--- src/hw/perf_monitor_pkg.sv ---
package perf_monitor_pkg;

    localparam int unsigned DATA_W          = 32;
    localparam int unsigned SEL_W           = 5;
    localparam int unsigned EVENT_NUM_W     = 5;
    localparam int unsigned NUM_EVENTS      = 32;
    localparam int unsigned DEF_NUM_COUNTERS = 6;

    // Auxiliary control permission bit position
    localparam int unsigned AUX_PERM_BIT    = 12;

    // Configuration register field
    localparam int unsigned SECURE_EN_BIT   = 0;
    localparam logic        SECURE_EN_RESET = 1'h0;

    // Common event numbers
    localparam logic [7:0] EVT_CHAIN        = 8'h1E;
    localparam logic [7:0] EVT_BUS_CYCLES   = 8'h1D;
    localparam logic [7:0] EVT_MEMORY_ERROR = 8'h1A;
    localparam logic [7:0] EVT_BUS_ACCESS   = 8'h19;
    localparam logic [7:0] EVT_CPU_CYCLES   = 8'h11;

    // Common event identification bit positions
    localparam int unsigned CE_BIT_CHAIN      = 30;
    localparam int unsigned CE_BIT_BUS_CYCLES = 29;
    localparam int unsigned CE_BIT_MEM_ERROR  = 26;
    localparam int unsigned CE_BIT_BUS_ACCESS = 25;
    localparam int unsigned CE_BIT_CPU_CYCLES = 17;

    localparam logic [DATA_W-1:0] COMMON_EVENT_ID_LOW_VALUE =
        (32'h1 << CE_BIT_CHAIN) | (32'h1 << CE_BIT_BUS_CYCLES) |
        (32'h1 << CE_BIT_MEM_ERROR) | (32'h1 << CE_BIT_BUS_ACCESS) |
        (32'h1 << CE_BIT_CPU_CYCLES);

    // Register selectors on the system-register access port
    typedef enum logic [1:0] {
        REG_EVENT_TYPE_WINDOW    = 2'h0,
        REG_EVENT_COUNTER_WINDOW = 2'h1,
        REG_MONITOR_DEBUG_CONFIG = 2'h2,
        REG_COMMON_EVENT_ID_LOW  = 2'h3
    } reg_id_e;

    typedef enum logic [1:0] {
        PRIV_LEVEL_0 = 2'h0,
        PRIV_LEVEL_1 = 2'h1,
        PRIV_LEVEL_2 = 2'h2,
        PRIV_LEVEL_3 = 2'h3
    } priv_level_e;

    typedef struct packed {
        logic              valid;
        logic              write;
        reg_id_e           reg_id;
        priv_level_e       level;
        logic [DATA_W-1:0] wdata;
    } sysreg_req_s;

    typedef struct packed {
        logic              valid;
        logic              trap;
        priv_level_e       trap_level;
        logic [DATA_W-1:0] rdata;
    } sysreg_rsp_s;

endpackage

--- src/hw/event_counter_slice.sv ---
module event_counter_slice #(
    parameter int unsigned WIDTH = 32
) (
    input  wire logic             clock,
    input  wire logic             load,
    input  wire logic [WIDTH-1:0] load_value,
    input  wire logic             increment,
    output logic      [WIDTH-1:0] count,
    output logic                  overflow
);

    logic [WIDTH-1:0] count_ff;
    logic [WIDTH-1:0] nxt_count;

    // Software load takes priority over a counted event
    always_comb begin
        nxt_count = count_ff;
        if (load) begin
            nxt_count = load_value;
        end else if (increment) begin
            nxt_count = count_ff + WIDTH'(1);
        end
    end

    // Warm-domain storage, no defined reset value
    always_ff @(posedge clock) begin
        count_ff <= nxt_count;
    end

    assign count    = count_ff;
    assign overflow = increment && !load && (count_ff == '1);

endmodule

--- src/hw/cluster_perf_monitor_regs.sv ---
// Notes on behaviour
// - Privilege-1 window writes need level-3 aux bit 12 and (level-2 bit 12 or secure).
// - A refused write traps to the lowest level, 2 or 3, that denied it.
// - The 32-bit counter window reads and writes the counter named by the select field.
// - Selection is taken afresh from the select field on every window access.
// - Counter window storage is warm-domain and has no defined reset value.
// - Configuration bit 0 enables counting of secure events when set.
// - The secure-event enable clears to zero on reset.
// - Configuration register is reached only from privilege level 3; others are refused.
// - Common-event identification register is read-only; writes do nothing.
// - Each identification bit reads 1 when its common event can be counted.
// - Chain, bus cycles, memory error, bus access and processor cycles are implemented.
// - Chained odd counter counts overflows of the even counter below; even never counts.
// - The event-type window follows the select field like the counter window.
module cluster_perf_monitor_regs #(
    parameter int unsigned NUM_COUNTERS = perf_monitor_pkg::DEF_NUM_COUNTERS
) (
    input  wire logic                                 clock,
    input  wire logic                                 rst_n,
    input  wire perf_monitor_pkg::sysreg_req_s        req,
    output perf_monitor_pkg::sysreg_rsp_s             rsp,
    input  wire logic [perf_monitor_pkg::SEL_W-1:0]   counter_select_field,
    input  wire logic [perf_monitor_pkg::DATA_W-1:0]  level3_aux_control,
    input  wire logic [perf_monitor_pkg::DATA_W-1:0]  level2_aux_control,
    input  wire logic                                 non_secure_state_flag,
    input  wire logic [perf_monitor_pkg::NUM_EVENTS-1:0] event_in,
    input  wire logic                                 event_secure,
    output logic                                      secure_event_count_enable,
    output logic [NUM_COUNTERS-1:0]                   counter_overflow
);

    localparam int unsigned DW = perf_monitor_pkg::DATA_W;

    ////////////////////////////////////////////////////////////////////////////
    // Declarations

    logic [DW-1:0]           indexed_event_type [NUM_COUNTERS];
    logic [DW-1:0]           nxt_event_type     [NUM_COUNTERS];
    logic [DW-1:0]           indexed_event_counter [NUM_COUNTERS];
    logic [NUM_COUNTERS-1:0] counter_load;
    logic [NUM_COUNTERS-1:0] counter_increment;
    logic [NUM_COUNTERS-1:0] counter_ovf;

    logic                    secure_en_ff;
    logic                    nxt_secure_en;
    perf_monitor_pkg::sysreg_rsp_s rsp_ff;
    perf_monitor_pkg::sysreg_rsp_s nxt_rsp;

    logic                    sel_valid;
    logic                    window_write_ok;
    logic                    window_access;
    logic                    write_granted;
    logic                    type_write;
    logic                    cnt_write;
    logic                    secure_blocked;

    ////////////////////////////////////////////////////////////////////////////
    // Functions

    // Decodes whether a counter index is implemented
    function automatic logic index_valid(input logic [perf_monitor_pkg::SEL_W-1:0] idx);
        index_valid = (32'(idx) < NUM_COUNTERS);
    endfunction

    // Decodes whether a counter index equals the current select field
    function automatic logic is_selected(input int unsigned idx,
                                         input logic [perf_monitor_pkg::SEL_W-1:0] sel);
        is_selected = (32'(sel) == idx);
    endfunction

    ////////////////////////////////////////////////////////////////////////////
    // Permission gating

    assign sel_valid     = index_valid(counter_select_field);
    assign window_access = req.valid &&
                           ((req.reg_id == perf_monitor_pkg::REG_EVENT_COUNTER_WINDOW) ||
                            (req.reg_id == perf_monitor_pkg::REG_EVENT_TYPE_WINDOW));

    // Level-1 writes need level-3 permission plus level-2 permission or secure state
    assign window_write_ok =
        (req.level != perf_monitor_pkg::PRIV_LEVEL_1) ||
        (level3_aux_control[perf_monitor_pkg::AUX_PERM_BIT] &&
         (level2_aux_control[perf_monitor_pkg::AUX_PERM_BIT] ||
          !non_secure_state_flag));

    assign write_granted = window_access && req.write && window_write_ok;
    assign cnt_write     = write_granted && sel_valid &&
                           (req.reg_id == perf_monitor_pkg::REG_EVENT_COUNTER_WINDOW);
    assign type_write    = write_granted && sel_valid &&
                           (req.reg_id == perf_monitor_pkg::REG_EVENT_TYPE_WINDOW);

    ////////////////////////////////////////////////////////////////////////////
    // Secure-event enable

    always_comb begin
        nxt_secure_en = secure_en_ff;
        if (req.valid && req.write &&
            (req.reg_id == perf_monitor_pkg::REG_MONITOR_DEBUG_CONFIG) &&
            (req.level == perf_monitor_pkg::PRIV_LEVEL_3)) begin
            nxt_secure_en = req.wdata[perf_monitor_pkg::SECURE_EN_BIT];
        end
    end

    always_ff @(posedge clock or negedge rst_n) begin
        if (!rst_n) begin
            secure_en_ff <= perf_monitor_pkg::SECURE_EN_RESET;
        end else begin
            secure_en_ff <= nxt_secure_en;
        end
    end

    assign secure_event_count_enable = secure_en_ff;
    assign secure_blocked            = event_secure && !secure_en_ff;

    ////////////////////////////////////////////////////////////////////////////
    // Event counters and event types

    generate
        for (genvar i = 0; i < NUM_COUNTERS; i++) begin : g_counter
            logic is_chain;
            logic plain_hit;

            assign is_chain  = (indexed_event_type[i] == DW'(perf_monitor_pkg::EVT_CHAIN));
            assign plain_hit = (indexed_event_type[i][DW-1:perf_monitor_pkg::EVENT_NUM_W]
                                == '0) &&
                               event_in[indexed_event_type[i]
                                        [perf_monitor_pkg::EVENT_NUM_W-1:0]];

            if ((i % 2) == 1) begin : g_odd
                assign counter_increment[i] = is_chain ? counter_ovf[i-1]
                                                       : (plain_hit && !secure_blocked);
            end else begin : g_even
                assign counter_increment[i] = !is_chain && plain_hit && !secure_blocked;
            end

            assign counter_load[i] = cnt_write && is_selected(i, counter_select_field);

            event_counter_slice #(
                .WIDTH (DW)
            ) u_counter (
                .clock      (clock),
                .load       (counter_load[i]),
                .load_value (req.wdata),
                .increment  (counter_increment[i]),
                .count      (indexed_event_counter[i]),
                .overflow   (counter_ovf[i])
            );

            always_comb begin
                nxt_event_type[i] = indexed_event_type[i];
                if (type_write && is_selected(i, counter_select_field)) begin
                    nxt_event_type[i] = req.wdata;
                end
            end

            // Warm-domain storage, no defined reset value
            always_ff @(posedge clock) begin
                indexed_event_type[i] <= nxt_event_type[i];
            end
        end
    endgenerate

    assign counter_overflow = counter_ovf;

    ////////////////////////////////////////////////////////////////////////////
    // Access response

    always_comb begin
        nxt_rsp            = '0;
        nxt_rsp.valid      = req.valid;
        nxt_rsp.trap_level = perf_monitor_pkg::PRIV_LEVEL_0;
        if (req.valid) begin
            unique case (req.reg_id)
                perf_monitor_pkg::REG_EVENT_COUNTER_WINDOW,
                perf_monitor_pkg::REG_EVENT_TYPE_WINDOW: begin
                    if (req.write && !window_write_ok) begin
                        nxt_rsp.trap = 1'h1;
                        // Level 2 is lower, so it wins whenever it also denied
                        nxt_rsp.trap_level =
                            (non_secure_state_flag &&
                             !level2_aux_control[perf_monitor_pkg::AUX_PERM_BIT])
                            ? perf_monitor_pkg::PRIV_LEVEL_2
                            : perf_monitor_pkg::PRIV_LEVEL_3;
                    end else if (!req.write && sel_valid) begin
                        for (int unsigned k = 0; k < NUM_COUNTERS; k++) begin
                            if (is_selected(k, counter_select_field)) begin
                                nxt_rsp.rdata =
                                    (req.reg_id == perf_monitor_pkg::REG_EVENT_COUNTER_WINDOW)
                                    ? indexed_event_counter[k]
                                    : indexed_event_type[k];
                            end
                        end
                    end
                end
                perf_monitor_pkg::REG_MONITOR_DEBUG_CONFIG: begin
                    if (req.level != perf_monitor_pkg::PRIV_LEVEL_3) begin
                        nxt_rsp.trap       = 1'h1;
                        nxt_rsp.trap_level = perf_monitor_pkg::PRIV_LEVEL_3;
                    end else if (!req.write) begin
                        nxt_rsp.rdata[perf_monitor_pkg::SECURE_EN_BIT] = secure_en_ff;
                    end
                end
                perf_monitor_pkg::REG_COMMON_EVENT_ID_LOW: begin
                    if (!req.write) begin
                        nxt_rsp.rdata = perf_monitor_pkg::COMMON_EVENT_ID_LOW_VALUE;
                    end
                    // Writes complete with no effect
                end
            endcase
        end
    end

    always_ff @(posedge clock or negedge rst_n) begin
        if (!rst_n) begin
            rsp_ff <= '0;
        end else begin
            rsp_ff <= nxt_rsp;
        end
    end

    assign rsp = rsp_ff;

endmodule

--- config.mk ---
export PLATFORM = sky130hd
export DESIGN_NAME = cluster_perf_monitor_regs
export DESIGN_NICKNAME = d
export VERILOG_FILES = /design/src/hw/perf_monitor_pkg.sv /design/src/hw/event_counter_slice.sv /design/src/hw/cluster_perf_monitor_regs.sv
export SDC_FILE = /design/constraint.sdc
export NUM_CORES = 1
export LEC_CHECK = 0
export BUFFER_PORTS_ARGS = -buffer_cell sky130_fd_sc_hd__buf_2
export CELL_PAD_IN_SITES_DETAIL_PLACEMENT = 0
export CELL_PAD_IN_SITES_GLOBAL_PLACEMENT = 1
export CORE_ASPECT_RATIO = 1.2
export CORE_MARGIN = 5
export CORE_UTILIZATION = 45
export DETAILED_ROUTE_END_ITERATION = 10
export PLACE_DENSITY_LB_ADDON = 0.2
export SLEW_MARGIN = 10
export SYNTH_ARGS = -nofsm -noshare
export SYNTH_HDL_FRONTEND = slang
export SYNTH_SLANG_ARGS = --single-unit
--- constraint.sdc ---
create_clock -name clock -period 7.2 [get_ports clock]
set_clock_uncertainty 0.1 [all_clocks]
set_input_delay 1.44 -clock clock [delete_from_list [all_inputs] [get_ports clock]]
set_output_delay 1.44 -clock clock [all_outputs]
set_load 0.05 [all_outputs]
==> qor.yml <==
clkTransAtPathRegs_ns: 0.06
p_per_area_nw_per_um2: 201
grt_max_degree: 85
pre_cts_ws_ns: 1.63
die_area_um2: 57600
cts_tree: "yes"
core_um2: 52500
grt_pass1_vias: 18000
area_growth_pct: 10.7
fmax_ghz: 0.180
end_kind: "output port"
cts_hold_buf: 0
post_cts_buffers: 0
cp.required_ns: 5.66
netlist-cell-type-count: 72
gp_congestion: 0.931
relSlewSlack_pct: 7.21
first_iter_violations: 2132
path_cells: "buf_2, or3_1, buf_4, nor3_1, nand3_2, buf_4, nand4_1, o31ai_1, nor3b_2, buf_2"
layout-drive-gt1-share_pct: 12.4
rows: 92
htree_levels: 2
numCtsBuffers: 46
fillers: 4918
finalCritPeriodShare_pct: 77.3
drc: 0
netlist_instances: 2349
clk_latency_ns: 0.58
gr-total-overflow: 0
post_synth_xor_area_fraction_pct: 6.63
min_path_type: "reg -> reg"
synth_top_family_by_area: "simple AND/OR/NAND/NOR gates"
yosys_register_bits: 420
finalSetupTns_ns: 0
ys_top_cells_by_area: "edfxtp_1 48%, nand2_1 7.5%, a21oi_1 5.0%"
rsz0062_at_grt: "false"
cts.sinks: 420
drtPass1Iterations: 6
die_width_um: 220
io_buffers: 123
antenna_found_initial: 4
synth.avg_cell_area_um2: 10.1
cpPeakStageDelay_ns: 0.55
dp_hpwl_um: 57500
synth.mux.area_fraction_pct: 7.18
crit_slowest_cell: "buf_4"
grt_pass1_wl_um: 120000
post_drt_via_cell_ratio: 6.08
arrival_ns: 4.03
cp-start-kind: "primary input"
final-hold-violation-count: 0
power.leakage_uw: 0.00893
critPathMaxFanout: 65
final.setup.worst_slack_ns: 1.63
status: "complete, no violations"
setup_viol: 0
synthSimpleGateAreaFrac_pct: 20.4
num_vias: 19100
path_delay_family: "buffers and inverters"
slew_viol_final: 0
worst-path-buf-inv: 4
post-route-util_pct: 50.2
wl_per_cell_um: 26.0
worstMarginPinSlew_ns: 1.38
vdd_drop_max_mv: 0.182
yosys_warnings: 0
seq_area_frac_synth_pct: 52.3
pin_count: 186
stdcell_count: 3148
clock_path_buffers: 3
synth_nets: 2498
num-nets-final: 2552
drv_cap: 0
postRouteAntennaNets: 0
crit_type: "in -> out"
synth_compound_area_share_pct: 10.1
synth-main-ff-cell: "edfxtp_1"
start_util_pct: 45.3
async_flop_share_pct: 8.57
cts-resized-gates: 0
die_y_um: 262
cts-root-buf: "clkbuf_16"
layout_min_cycle_time_ns: 5.57
synth_top_area_share_pct: 48.5
synth_fa_ha_area_share_pct: 0.316
wirelength_um: 81900
grtUsageTotal_pct: 27.9
synth_edf_count: 384
dp_cells: 3060
synth_area_um2: 23800
synth_top_area_cell: "edfxtp_1"
## sequential cells by signal, summed over array words and instances (netlist names)
register / cells
rsp: 35
indexed_event_type: 192
g_counter.u_counter.count: 192
secure_event_count_enable: 1
## layout by cell type, fill, tap and decap left out, types with 4 or more instances in the layout
cell,synthesis,final
clkinv_1,0,15
clkbuf_1,78,4
dfrtp_1,36,36
o21ai_0,95,94
ha_1,6,6
nand4_1,62,62
o221ai_1,5,5
xnor2_1,66,66
or2_2,5,5
buf_2,30,123
clkbuf_16,0,47
and3_1,33,32
xor2_1,114,114
a31oi_1,8,8
o22ai_1,27,27
nand2b_1,10,9
nand3_2,2,4
nor4_1,44,44
mux4_2,32,32
mux2_2,13,13
nand3_1,94,92
nand2_1,477,476
a22oi_1,8,8
clkinv_2,0,10
or3_1,10,10
nor2_1,175,168
and4_1,18,18
mux2i_1,71,71
o31a_1,25,25
buf_4,9,24
mux4_1,5,5
nor2_4,2,8
nand3b_1,9,9
edfxtp_1,384,384
nor3_1,53,53
inv_1,14,14
nor2b_1,9,8
nor2_2,3,4
and2_1,10,10
a21oi_1,238,238
## report_power, final
group	internal, uW	total (uW)	switching (uW)
Sequential	2650	2650	3.09
Clock	1330	2320	998
Combinational	78.9	307	228
Total	4050	5280	1230
## metal layers
metal / part of all wire, % / global-route usage [%]
met3: 7.5 / 3.76
met1: 43 / 40.1
met4: 3.4 / 8.83
met2: 46 / 44.1
met5: 0 / 0
## logic make-up (layout without fill, tap and decap cells)
kind of cell	after synthesis	count (layout)
buf+inv	155	246
simple gates	1040	1040
xor+xnor	180	180
fa+ha+maj	6	6
flops	420	420
other cells	0	3
compound gates	427	427
mux	121	121
## synthesized netlist by cell type, drive strengths merged, types with 36 or more instances
cell type / instances
a21oi: 238
buf: 58
clkbuf: 83
dfrtp: 36
edfxtp: 384
mux2i: 71
mux4: 37
nand2: 477
nand3: 96
nand4: 63
nor2: 180
nor3: 56
nor4: 46
o21ai: 95
xnor2: 66
xor2: 114
## stage by stage
stage	cell area, um2	total power, uW	hold slack [ns]
3_5_place_dp	24900	3000	0.505
4_1_cts	26300	5320	0.518
2_1_floorplan	23800	2840	0.489
5_1_grt	26300	5420	0.555
6_report	26300	5280	0.515
3_3_place_gp	24900	3000	0.490
## path summary, 6_finish.rpt
path,from,slack [ns],end,cells after the start
worst min register to register,secure_event_count_enable,0.52,secure_event_count_enable,1
worst max register to register,indexed_event_type[4][31],3.56,g_counter[5].u_counter.count[23],7
worst max-delay path,counter_select_field[4],1.63,counter_overflow[1],10
max in group asynchronous,rst_n,5.57,rsp[29],1
min in group asynchronous,rst_n,0.87,rsp[8],1
worst min-delay path,secure_event_count_enable,0.52,secure_event_count_enable,1
## cell type report
type | instances | area, um2 | share of cell area, %
sequential | 420 | 12400 | 47.2
inverter | 14 | 52.6 | 0.200
multi-input combinational | 1774 | 10700 | 40.7
tap | 705 | 882 | 3.35
timing repair buffer | 147 | 796 | 3.02
antenna | 3 | 7.51 | 0.0285
clock inverter | 31 | 221 | 0.841
clock buffer | 54 | 1230 | 4.68
No activity file was read; power rests on OpenSTA's default activity.
